### config.mk
export PLATFORM = sky130hd
export DESIGN_NAME = overload_current_limiter
export DESIGN_NICKNAME = d
export VERILOG_FILES = /design/src/limiter_pkg.sv /design/src/step_if.sv /design/src/overload_current_limiter.sv /design/src/restrict_stepper.sv
export SDC_FILE = /design/constraint.sdc
export NUM_CORES = 1
export LEC_CHECK = 0
export ABC_AREA = 1
export BUFFER_PORTS_ARGS = -buffer_cell sky130_fd_sc_hd__clkbuf_2
export CORE_MARGIN = 2
export CORE_UTILIZATION = 55
export DETAILED_ROUTE_END_ITERATION = 8
export GPL_ROUTABILITY_DRIVEN = 0
export GPL_TIMING_DRIVEN = 0
export PLACE_DENSITY_LB_ADDON = 0.08
export SLEW_MARGIN = 20
export SYNTH_ARGS = -nofsm -noshare
export SYNTH_HDL_FRONTEND = slang
export SYNTH_SLANG_ARGS = --single-unit
### constraint.sdc
create_clock -name clk_sys -period 5.6 [get_ports clk_sys]
set_clock_uncertainty 0.15 [all_clocks]
set_input_delay 0.56 -clock clk_sys [delete_from_list [all_inputs] [get_ports clk_sys]]
set_output_delay 0.56 -clock clk_sys [all_outputs]
set_load 0.005 [all_outputs]
### src/limiter_pkg.sv
// constants and types for the overload current limiter
package limiter_pkg;
    localparam logic [4:0] CTRL_OFS = 5'h00;
    localparam logic [4:0] SET1_OFS = 5'h04;
    localparam logic [4:0] SET2_OFS = 5'h08;
    localparam logic [4:0] OUT_FUNC_OFS = 5'h0c;
    localparam logic [4:0] STATUS_OFS = 5'h10;
    localparam logic [4:0] MASK_OFS = 5'h14;
    localparam logic [4:0] STATE_OFS = 5'h18;
    localparam logic [4:0] IN_FUNC_OFS = 5'h1c;
    localparam int MODE_LSB = 0;
    localparam int LEVEL_LSB = 8;
    localparam int RATE_LSB = 16;
    localparam int WARN_LSB = 8;
    localparam logic [7:0] LEVEL_MIN = 8'h14;
    localparam logic [7:0] LEVEL_MAX = 8'hc8;
    localparam logic [7:0] LEVEL_RST = 8'h96;
    localparam logic [14:0] RATE_MIN = 15'h0001;
    localparam logic [14:0] RATE_MAX = 15'h7530;
    localparam logic [14:0] RATE_RST = 15'h000a;
    localparam logic [7:0] SUPPRESS_PCT = 8'hb4;
    localparam logic [7:0] WARN_RST = 8'h50;
    localparam logic [7:0] THM_FUNC = 8'h0d;
    localparam logic [7:0] SET_SELECT_FUNC = 8'h27;
    localparam int IN_TERMS = 4;
    localparam int CLK_NS = 50;
    localparam int TENTH_SEC_NS = 100000000;
    localparam int TENTH_SEC_CYCLES = TENTH_SEC_NS / CLK_NS;
    localparam int FULL_SCALE_STEPS = 1000;
    typedef enum logic [1:0] {
        MODE_OFF,
        MODE_ACC_CONST,
        MODE_CONST_ONLY,
        MODE_ACC_REGEN
    } restrict_mode_type;
    localparam restrict_mode_type MODE_RST = MODE_ACC_CONST;
    typedef enum logic {R_IDLE, R_ACTIVE} restrict_state_type;
endpackage : limiter_pkg

### src/step_if.sv
// link between the limiter control and its step generator
`timescale 1ns/100ps
interface step_if;
    logic run;
    logic [14:0] rate;
    logic tick;
    modport ctl (output run, output rate, input tick);
    modport gen (input run, input rate, output tick);
endinterface : step_if

### src/overload_current_limiter.sv
// overload restriction, trip suppression and thermal warning
`timescale 1ns/100ps
module overload_current_limiter
    import limiter_pkg::*;
#(
    parameter int TENTH_CYCLES = TENTH_SEC_CYCLES,
    parameter int FULL_STEPS = FULL_SCALE_STEPS
) (
    input wire logic clk_sys,
    input wire logic rst,
    input wire logic [4:0] avs_address,
    input wire logic avs_read,
    input wire logic avs_write,
    input wire logic [31:0] avs_writedata,
    output logic [31:0] avs_readdata,
    output logic avs_waitrequest,
    input wire logic [7:0] current_pct,
    input wire logic [7:0] thermal_pct,
    input wire logic ramp_accel,
    input wire logic ramp_decel,
    input wire logic ramp_const,
    input wire logic regen,
    input wire logic [IN_TERMS-1:0] in_terms,
    output logic freq_down_step,
    output logic freq_up_step,
    output logic ramp_hold,
    output logic out_term1,
    output logic out_term2,
    output logic relay_out,
    output logic irq
);
    function automatic logic [15:0] clamp(input logic [15:0] v, input logic [15:0] lo,
                                          input logic [15:0] hi);
        clamp = (v < lo) ? lo : ((v > hi) ? hi : v);
    endfunction : clamp

    // out-of-range settings are pulled to the nearest limit, not refused
    function automatic logic [31:0] set_word(input logic [31:0] w);
        logic [31:0] r;
        logic [15:0] lvl;
        logic [15:0] rt;
        r = '0;
        r[MODE_LSB +: 2] = w[MODE_LSB +: 2];
        lvl = clamp({8'h00, w[LEVEL_LSB +: 8]}, {8'h00, LEVEL_MIN}, {8'h00, LEVEL_MAX});
        r[LEVEL_LSB +: 8] = lvl[7:0];
        rt = clamp({1'b0, w[RATE_LSB +: 15]}, {1'b0, RATE_MIN}, {1'b0, RATE_MAX});
        r[RATE_LSB +: 15] = rt[14:0];
        set_word = r;
    endfunction : set_word

    localparam logic [31:0] SET_RST = {1'b0, RATE_RST, LEVEL_RST, 6'h00, MODE_RST};

    // one step per rate tenths over a full-scale sweep
    step_if st ();
    restrict_stepper #(.STEP_DIV(TENTH_CYCLES / FULL_STEPS)) u_stepper (
        .clk_sys(clk_sys),
        .rst(rst),
        .st(st)
    );

    // register file
    logic [31:0] ctrl_r, ctrl_nxt, set1_r, set1_nxt, set2_r, set2_nxt;
    logic [31:0] out_func_r, out_func_nxt, in_func_r, in_func_nxt;
    // status bits: restriction start, hold start, warning rise
    logic [2:0] status_r, status_nxt, mask_r, mask_nxt;
    logic [31:0] rdata_r, rdata_nxt;
    logic wait_r, wait_nxt;
    // datapath state
    restrict_state_type rs_r, rs_nxt;
    logic down_r, down_nxt, up_r, up_nxt, hold_r, hold_nxt;
    logic warn_r, warn_nxt, irq_r, irq_nxt;
    logic t1_r, t1_nxt, t2_r, t2_nxt, rel_r, rel_nxt;
    // combinational helpers
    logic req, accept, sel2, phase_ok, over;
    restrict_mode_type mode_sel;
    logic [7:0] lvl_sel;
    logic [31:0] set_sel;
    logic [2:0] events;

    assign req = avs_read | avs_write;
    // a request is served on its second cycle only
    assign accept = req & ~wait_r;

    // function 39 on any input terminal picks set two
    always_comb begin
        sel2 = 1'b0;
        for (int i = 0; i < IN_TERMS; i++) begin
            if (in_terms[i] && in_func_r[i*8 +: 8] == SET_SELECT_FUNC) begin
                sel2 = 1'b1;
            end
        end
    end

    assign set_sel = sel2 ? set2_r : set1_r;
    assign mode_sel = restrict_mode_type'(set_sel[MODE_LSB +: 2]);
    assign lvl_sel = set_sel[LEVEL_LSB +: 8];
    // strictly above; current equal to the level counts as relieved
    assign over = current_pct > lvl_sel;

    // phases in which each mode acts
    always_comb begin
        case (mode_sel)
            MODE_ACC_CONST: phase_ok = ramp_accel | ramp_const;
            MODE_CONST_ONLY: phase_ok = ramp_const;
            MODE_ACC_REGEN: phase_ok = ramp_accel | ramp_const;
            default: phase_ok = 1'b0;
        endcase
    end

    assign st.run = rs_r == R_ACTIVE;
    // rate follows the selected set live; a switch takes hold mid-sweep
    assign st.rate = set_sel[RATE_LSB +: 15];

    // restriction and suppression datapath
    always_comb begin
        rs_nxt = rs_r;
        case (rs_r)
            R_IDLE: if (over && phase_ok) rs_nxt = R_ACTIVE;
            // stay until current drops to the level or the mode is switched off
            R_ACTIVE: if (!over || mode_sel == MODE_OFF) rs_nxt = R_IDLE;
            default: rs_nxt = R_IDLE;
        endcase
        // lower while powering, raise in regen mode
        down_nxt = st.tick & st.run & ~regen;
        up_nxt = st.tick & st.run & regen & (mode_sel == MODE_ACC_REGEN);
        // hold ramp above fixed level; pause only
        hold_nxt = ctrl_r[0] & (current_pct > SUPPRESS_PCT) & (ramp_accel | ramp_decel);
        warn_nxt = thermal_pct > ctrl_r[WARN_LSB +: 8];
        // routed only where the terminal carries it
        t1_nxt = warn_nxt & (out_func_r[7:0] == THM_FUNC);
        t2_nxt = warn_nxt & (out_func_r[15:8] == THM_FUNC);
        rel_nxt = warn_nxt & (out_func_r[23:16] == THM_FUNC);
    end

    // events only feed status; no alarm or trip path
    assign events = {warn_nxt & ~warn_r, hold_nxt & ~hold_r, rs_nxt == R_ACTIVE && rs_r == R_IDLE};

    always_ff @(posedge clk_sys) begin
        if (rst) begin
            rs_r <= R_IDLE;
            down_r <= 1'b0;
            up_r <= 1'b0;
            hold_r <= 1'b0;
            warn_r <= 1'b0;
            t1_r <= 1'b0;
            t2_r <= 1'b0;
            rel_r <= 1'b0;
        end else begin
            rs_r <= rs_nxt;
            down_r <= down_nxt;
            up_r <= up_nxt;
            hold_r <= hold_nxt;
            warn_r <= warn_nxt;
            t1_r <= t1_nxt;
            t2_r <= t2_nxt;
            rel_r <= rel_nxt;
        end
    end

    // bus slave: one wait cycle, data loaded before release
    always_comb begin
        ctrl_nxt = ctrl_r;
        set1_nxt = set1_r;
        set2_nxt = set2_r;
        out_func_nxt = out_func_r;
        in_func_nxt = in_func_r;
        mask_nxt = mask_r;
        wait_nxt = ~(req & wait_r);
        rdata_nxt = rdata_r;
        // set wins over the read clear
        status_nxt = status_r | events;
        if (req && wait_r && avs_read) begin
            case (avs_address)
                CTRL_OFS: rdata_nxt = ctrl_r;
                SET1_OFS: rdata_nxt = set1_r;
                SET2_OFS: rdata_nxt = set2_r;
                OUT_FUNC_OFS: rdata_nxt = out_func_r;
                STATUS_OFS: rdata_nxt = {29'h0, status_r};
                MASK_OFS: rdata_nxt = {29'h0, mask_r};
                STATE_OFS: rdata_nxt = {26'h0, sel2, warn_r, hold_r, rs_r == R_ACTIVE, up_r, down_r};
                IN_FUNC_OFS: rdata_nxt = in_func_r;
                default: rdata_nxt = '0;
            endcase
        end
        if (accept && avs_read && avs_address == STATUS_OFS) begin
            // clear only what the read reported; a rise since then survives
            status_nxt = (status_r & ~rdata_r[2:0]) | events;
        end
        if (accept && avs_write) begin
            case (avs_address)
                CTRL_OFS: ctrl_nxt = {16'h0, avs_writedata[WARN_LSB +: 8], 7'h0, avs_writedata[0]};
                SET1_OFS: set1_nxt = set_word(avs_writedata);
                SET2_OFS: set2_nxt = set_word(avs_writedata);
                OUT_FUNC_OFS: out_func_nxt = {8'h0, avs_writedata[23:0]};
                MASK_OFS: mask_nxt = avs_writedata[2:0];
                IN_FUNC_OFS: in_func_nxt = avs_writedata;
                default: ;
            endcase
        end
        // from next values, so irq follows status with no extra lag
        irq_nxt = |(status_nxt & mask_nxt);
    end

    always_ff @(posedge clk_sys) begin
        if (rst) begin
            ctrl_r <= {16'h0, WARN_RST, 8'h01};
            set1_r <= SET_RST;
            set2_r <= SET_RST;
            out_func_r <= '0;
            in_func_r <= '0;
            status_r <= '0;
            mask_r <= '0;
            rdata_r <= '0;
            wait_r <= 1'b1;
            irq_r <= 1'b0;
        end else begin
            ctrl_r <= ctrl_nxt;
            set1_r <= set1_nxt;
            set2_r <= set2_nxt;
            out_func_r <= out_func_nxt;
            in_func_r <= in_func_nxt;
            status_r <= status_nxt;
            mask_r <= mask_nxt;
            rdata_r <= rdata_nxt;
            wait_r <= wait_nxt;
            irq_r <= irq_nxt;
        end
    end

    assign avs_readdata = rdata_r;
    assign avs_waitrequest = wait_r;
    assign freq_down_step = down_r;
    assign freq_up_step = up_r;
    // hold only stretches the ramp, never regulates
    assign ramp_hold = hold_r;
    assign out_term1 = t1_r;
    assign out_term2 = t2_r;
    assign relay_out = rel_r;
    assign irq = irq_r;
endmodule : overload_current_limiter

### src/restrict_stepper.sv
// step pulse generator pacing the restriction frequency change
`timescale 1ns/100ps
module restrict_stepper
    import limiter_pkg::*;
#(
    parameter int STEP_DIV = 2000
) (
    input wire logic clk_sys,
    input wire logic rst,
    step_if.gen st
);
    logic [31:0] pre_r, pre_nxt;
    logic [14:0] sub_r, sub_nxt;
    logic tick_r, tick_nxt;

    // rate counts tenths of a second per full-scale sweep
    always_comb begin
        pre_nxt = pre_r;
        sub_nxt = sub_r;
        tick_nxt = 1'b0;
        if (!st.run) begin
            pre_nxt = '0;
            sub_nxt = '0;
        end else if (pre_r == 32'(STEP_DIV - 1)) begin
            pre_nxt = '0;
            if (sub_r + 15'h0001 >= st.rate) begin
                sub_nxt = '0;
                tick_nxt = 1'b1;
            end else begin
                sub_nxt = sub_r + 15'h0001;
            end
        end else begin
            pre_nxt = pre_r + 32'h1;
        end
    end

    always_ff @(posedge clk_sys) begin
        if (rst) begin
            pre_r <= '0;
            sub_r <= '0;
            tick_r <= 1'b0;
        end else begin
            pre_r <= pre_nxt;
            sub_r <= sub_nxt;
            tick_r <= tick_nxt;
        end
    end

    assign st.tick = tick_r;
endmodule : restrict_stepper

# Word-level counts from Yosys, hierarchy flattened
# Index checks and enable logic that the tools add are counted.
totals:
  reg_bits: 211
  latch_bits: 0
  ramBits: 0
  romBits: 0
  n_memories: 0
classes:
  add_sub_neg: 2
  mul: 0
  n_div: 0
  magnitude_cmp: 8
  n_eq_ne: 18
  shift: 0
  muxes: 19
  n_bitwise: 28
  n_reduce_logical: 25
ops:
  columns: ["op", "count"]
  rows:
  - ["$pmux W32 S8", 1]
  - ["$mux W15", 3]
  - ["$add A32 B1 Y32 const B", 1]
  - ["$eq A32 B11 Y1 const B", 1]
  - ["$eq A8 B6 Y1 const B", 4]
  - ["$mux W31", 1]
  - ["$eq A8 B4 Y1 const B", 3]
  - ["$eq A5 B5 Y1 const B", 4]
  - ["$gt A8 B8 Y1", 2]
  - ["$gt A8 B8 Y1 const B", 2]
  - ["$mux W8", 2]
  - ["$add A15 B1 Y15 const B", 1]
  - ["$ge A15 B15 Y1", 1]
  - ["$gt A15 B15 Y1 const B", 1]
  - ["$lt A15 B1 Y1 const B", 1]
  - ["$and A1 B1 Y1", 13]
  - ["$logic_and A1 B1 Y1", 11]
  - ["$eq A5 B4 Y1 const B", 2]
  - ["$reduce_and A2 Y1", 5]
  - ["$mux W3", 3]
  - ["$reduce_or A3 Y1", 3]
  - ["$lt A8 B5 Y1 const B", 1]
  - ["$mux W1", 7]
  - ["$not A1 Y1", 7]
  - ["other kinds (13)", 20]

# Logic depth before layout (Yosys ltp)
depth:
  depth_word: 18
  mapped_depth: 20

# Cells and area by module
# From an unflattened synthesis, not the netlist that was laid out.
unflattened:
  hier_cells: 1568
  hier_area_um2: 10779.1
by_module_without_submodules:
  columns: ["mod", "n_inst", "cells_each", "area_each_um2", "seq_area_each_um2"]
  rows:
  - ["overload_current_limiter", 1, 1059, 7542.2, 3263.1]
  - ["restrict_stepper", 1, 509, 3236.9, 960.9]

# Worst setup path before layout
# OpenSTA, ideal clock, no wires.
synth_timing:
  path_kind: "input port to flip-flop"
  start: "input port in_terms[1]"
  end: "register u_stepper.sub_r[0]"
  setup_ns: 0.068
  arrival_ns: 2.794
  required_ns: 5.382
  setup_slack_ns: 2.588
  path_stages: 19
  n_path_buf: 1
  cell_sequence: "nand2_1 nor2_1 nand3_1 nand2_1 nor2_2 inv_1 clkbuf_1 nand2_1 o21ai_0 ha_1 a21oi_1 o21ai_1 nand4_1 o211ai_1 nand2_1 nand2_1 nor2_1 nand2_4 o21ai_2"
synth_via:
  elab_chain_cells: 7
synth_lines:
  columns: ["item", "line_no", "text"]
  rows:
  - ["from (decl)", "overload_current_limiter.sv:23", "input wire logic [IN_TERMS-1:0] in_terms,"]
  - ["$logic_and A1 B1 Y1", "overload_current_limiter.sv:88", "if (in_terms[i] && in_func_r[i*8 +: 8] == SET_SELECT_FUNC) begin"]
  - ["$mux W1 (3 in series)", "overload_current_limiter.sv:88", null]
  - ["$mux W31", "overload_current_limiter.sv:94", "assign set_sel = sel2 ? set2_r : set1_r;"]
  - ["$ge A15 B15 Y1", "restrict_stepper.sv:26", "if (sub_r + 15'h0001 >= st.rate) begin"]
  - ["$mux W15", "restrict_stepper.sv:26", null]
  - ["to (signal assigned)", "restrict_stepper.sv:44", "sub_r <= sub_nxt;"]
  - ["to (decl)", "restrict_stepper.sv:13", "logic [14:0] sub_r, sub_nxt;"]
# Every way passes these cells.
# A chain may end at the register's enable or synchronous reset.

# Worst setup path after layout
layout_timing:
  start: "register in_func_r[31]"
  end: "register u_stepper.sub_r[10]"
layout_via:
  elab_chain_cells: 6
layout_lines:
  columns: ["item", "line_no", "text"]
  rows:
  - ["from (decl)", "overload_current_limiter.sv:63", "logic [31:0] out_func_r, out_func_nxt, in_func_r, in_func_nxt;"]
  - ["from (signal assigned)", "overload_current_limiter.sv:221", "in_func_r <= in_func_nxt;"]
  - ["$eq A8 B6 Y1", "overload_current_limiter.sv:88", null]
  - ["$logic_and A1 B1 Y1", "overload_current_limiter.sv:88", null]
  - ["$mux W1", "overload_current_limiter.sv:88", null]
  - ["$mux W31", "overload_current_limiter.sv:94", null]
  - ["$ge A15 B15 Y1", "restrict_stepper.sv:26", null]
  - ["$mux W15", "restrict_stepper.sv:26", null]
# Every way passes these cells.

==> metrics.csv <==
stage,metric,value,unit
run_status,status,completed,
power,peakVddDrop,0.0002664,V
worst_hold_path,hold_start,regen,
drt,drc,0,
synthesis,synth_edf_count,0,
worst_setup_path,end_kind,flip-flop,
drt,routed_via_density,5.742,
drt,wirelength,32830,um
sta,hold_viol_final,0,
synthesis,syn_area,0.01030,mm2
worst_setup_path,critPathMaxStageDelay,0.54,ns
sta,finalSetupViolations,0,
synthesis,synth.most_common_cell,nand2_1,
cells_and_area,layout.nets,1644,
worst_setup_path,critPathRequiredTime,5.90,ns
sta,fmax,0.2483,GHz
clocking,holdBufCountCts,0,
global_route,grt_pass1_wl,49850,um
floorplan,start_util,55.62,%
global_route,grt_usage,32.08,%
synthesis,synthesis.instances,1416,
placed_design,portBuffers,104,
synthesis,ys_top_cells_by_count,"284 x nand2_1, 211 x dfxtp_1, 159 x inv_1, 153 x o21ai_0, 148 x a21oi_1",
power,p_leak,5.293,nW
flow_run,drv_cap,0,
worst_hold_path,hold_class,input pin to flip-flop,
drt,routedWlPerCell,18.31,um
synthesis,ys.warnings.count,0,
clocking,clk_latency,0.53,ns
sta,rsz0062_at_grt,no,
clocking,clock-sinks,211,
global_route,grt_max_degree,14,
power,p_per_area,275.2,mW/mm2
cells_and_area,num_antenna_cells,0,
worst_setup_path,crit_fanout,10,
sta,max_slew_margin,53.10,%
global_route,grt-ovfl-total,0,
worst_setup_path,r2r_end,u_stepper.sub_r[10]$_SDFFE_PP0N_,
worst_setup_path,critPathCapture,u_stepper.sub_r[10]$_SDFFE_PP0N_,
clocking,clk_pin_slew,0.06,ns
clocking,cts-resized-gates,0,
placed_design,dp_hpwl,24300,um
worst_setup_path,worst_setup_path_start_kind,flip-flop,
clocking,clockBufferDepth,3,
cells_and_area,layout-drive-gt1-share,15.14,%
synthesis,avgSynthCellArea,7.274,um2
worst_setup_path,reg2reg_depth,16,
worst_setup_path,cp_cell_sequence,inv_1 -> nand2_1 -> nor2_1 -> nand3_1 -> nand2_1 -> nor2_2 -> clkbuf_1 -> o21ai_0 -> ha_1 -> a21oi_1 -> o21ai_0 -> a31oi_1 -> nand2_1 -> nor2_1 -> nand2_4 -> o21ai_2,
synthesis,synth-main-ff-cell,dfxtp_1,
floorplan,die_w,140.8,um
sta,setup_tns,0,ns
cells_and_area,syn2layout_area_growth,15.43,%
floorplan,io_pins,105,
sta,fin_crit_sh,71.91,%
drt,drt-pass1-iter-count,6,
worst_setup_path,crit_arrival,4.33,ns
power,finalPower,3.272,mW
sta,tightest_slew,0.7035,ns
sta,period_needed,4.027,ns
worst_setup_path,cpMostUsedCell,nand2_1,
floorplan,dieHeight,140.8,um
synthesis,synth-async-reset-ratio,0,%
drt,drtIter0Drc,1171,
synthesis,ys_top_cells_by_area,"dfxtp_1 41%, nand2_1 10%, o21ai_0 7.4%",
sta,setup_ws,1.573,ns
floorplan,num_rows,50,
synthesis,ys_seq_area_share,41.01,%
clocking,cts_setup_buffers,0,
clocking,cts-root-buf,clkbuf_16,
global_route,grt_pass1_vias,9123,
drt,num_vias,10300,
drt,ant_nets,0,
clocking,htreeDepth,1,
placed_design,dp_worst_setup_slack,1.403,ns
worst_setup_path,r2r_slack,1.57,ns
synthesis,yosys.area.top_type,dfxtp_1,
worst_setup_path,r2r_start,in_func_r[31]$_SDFFE_PP0P_,
floorplan,dieArea,0.01984,mm2
synthesis,synth_nets,1514,
synthesis,synth_top_area_share,41.01,%
sta,drv_slew,0,
floorplan,core_area,0.01852,mm2
global_route,antenna_found_initial,0,
worst_setup_path,crit_start,in_func_r[31]$_SDFFE_PP0P_,
worst_setup_path,crit_slowest_cell,clkbuf_1,
worst_setup_path,crit_type,flip-flop to flip-flop,
clocking,numCtsBuffers,24,
synthesis,synth_seq_cells,211,
clocking,cts_tree,done,
synthesis,synth.distinct_cells,52,
==> power by group <==
group / total, mW / internal [mW] / switching, mW
sequential: 1.52 / 1.51 / 0.00616
clock: 1.58 / 0.940 / 0.636
combinational: 0.179 / 0.0518 / 0.127
total: 3.27 / 2.50 / 0.770
==> cell usage in the layout (no fill, tap or decap), types with 7 or more instances in the layout <==
master     synthesis  final
nor3_1            20     20
nand2_2           16     16
clkbuf_16          0     25
inv_2             18     18
ha_1              33     33
o211ai_1          17     17
inv_1            159    159
dfxtp_1          211    211
o21ai_0          153    153
nor4_1            11     11
clkbuf_2           0    104
a31oi_1            7      7
clkbuf_1          29     33
buf_2             22     22
o21ai_1           15     15
a21oi_1          148    148
nor2_1            98     98
o21ai_2           11     11
nand3_1           48     48
nand2_1          284    284
nand4_1           20     20
xor2_1            27     27
==> critical path: cells and delay by family, from the launching register on <==
kind | cells | cell delay (ns)
AO/OA/AOI/OAI | 5 | 0.85
flip-flops | 1 | 0.32
AND/OR/NAND/NOR | 8 | 1.68
buffers and inverters | 2 | 0.59
adder cells (fa/ha/maj) | 1 | 0.35
==> kinds of logic after synthesis <==
kind of cell	synth area share (%)
DFF	41.01
and+or+nand+nor	23.29
AOI/OAI and AO/OA	19.70
adders and majority gates	4.009
muxes	0.1944
xor gates and xnor gates	2.636
buffers and inverters	9.159
==> sequential cells by signal, indices dropped and copies added, names as in the netlist, 3 cells and up <==
signal,cells
set1_r,25
ctrl_r,9
mask_r,3
out_func_r,24
in_func_r,32
status_r,3
avs_readdata,32
u_stepper.pre_r,32
set2_r,25
u_stepper.sub_r,15
==> worst min-delay path by stage <==
stage,endpoint,slack [ns],cells after the start
after global routing,freq_down_step$_SDFF_PP0_,0.08,2
final,freq_down_step$_SDFF_PP0_,0.09,2
after global placement,u_stepper.pre_r[0]$_SDFF_PP0_,0.29,1
after floorplan,freq_down_step$_SDFF_PP0_,0.28,2
after detailed placement,u_stepper.sub_r[12]$_SDFFE_PP0N_,0.30,2
after CTS,freq_down_step$_SDFF_PP0_,0.08,2
==> routing by layer <==
layer / track usage (%) / part of all wire (%) / up-vias
met4: 10.05 / 3.2 / 0
met2: 47.55 / 42 / 592
met1: 46.45 / 44 / 4672
li1: - / - / 4948
met3: 7.473 / 11 / 83
met5: 0 / 0 / -
==> through the flow <==
step / hold WS, ns / instance area, um2 / std cells / util (%)
2_1_floorplan: 0.2751 / 10300 / 1416 / -
3_3_place_gp: 0.2888 / 11110 / 1754 / 60.01
3_5_place_dp: 0.2996 / 11110 / 1754 / 60.01
4_1_cts: 0.07818 / 11890 / 1793 / 64.20
5_1_grt: 0.07990 / 11890 / 1793 / 64.20
6_report: 0.09299 / 11890 / 1793 / 64.20
==> cell type report <==
type / instances / area, um2
fillers: 1740 / 6629
multi-input cells: 968 / 5132
flip-flops and latches: 211 / 4224
clock buffers: 32 / 681.9
inverters: 177 / 664.4
repair buffers: 104 / 520.5
well taps: 234 / 292.8
plain buffers: 60 / 279.0
clock inverters: 7 / 93.84
No activity file was read; power rests on OpenSTA's default activity.
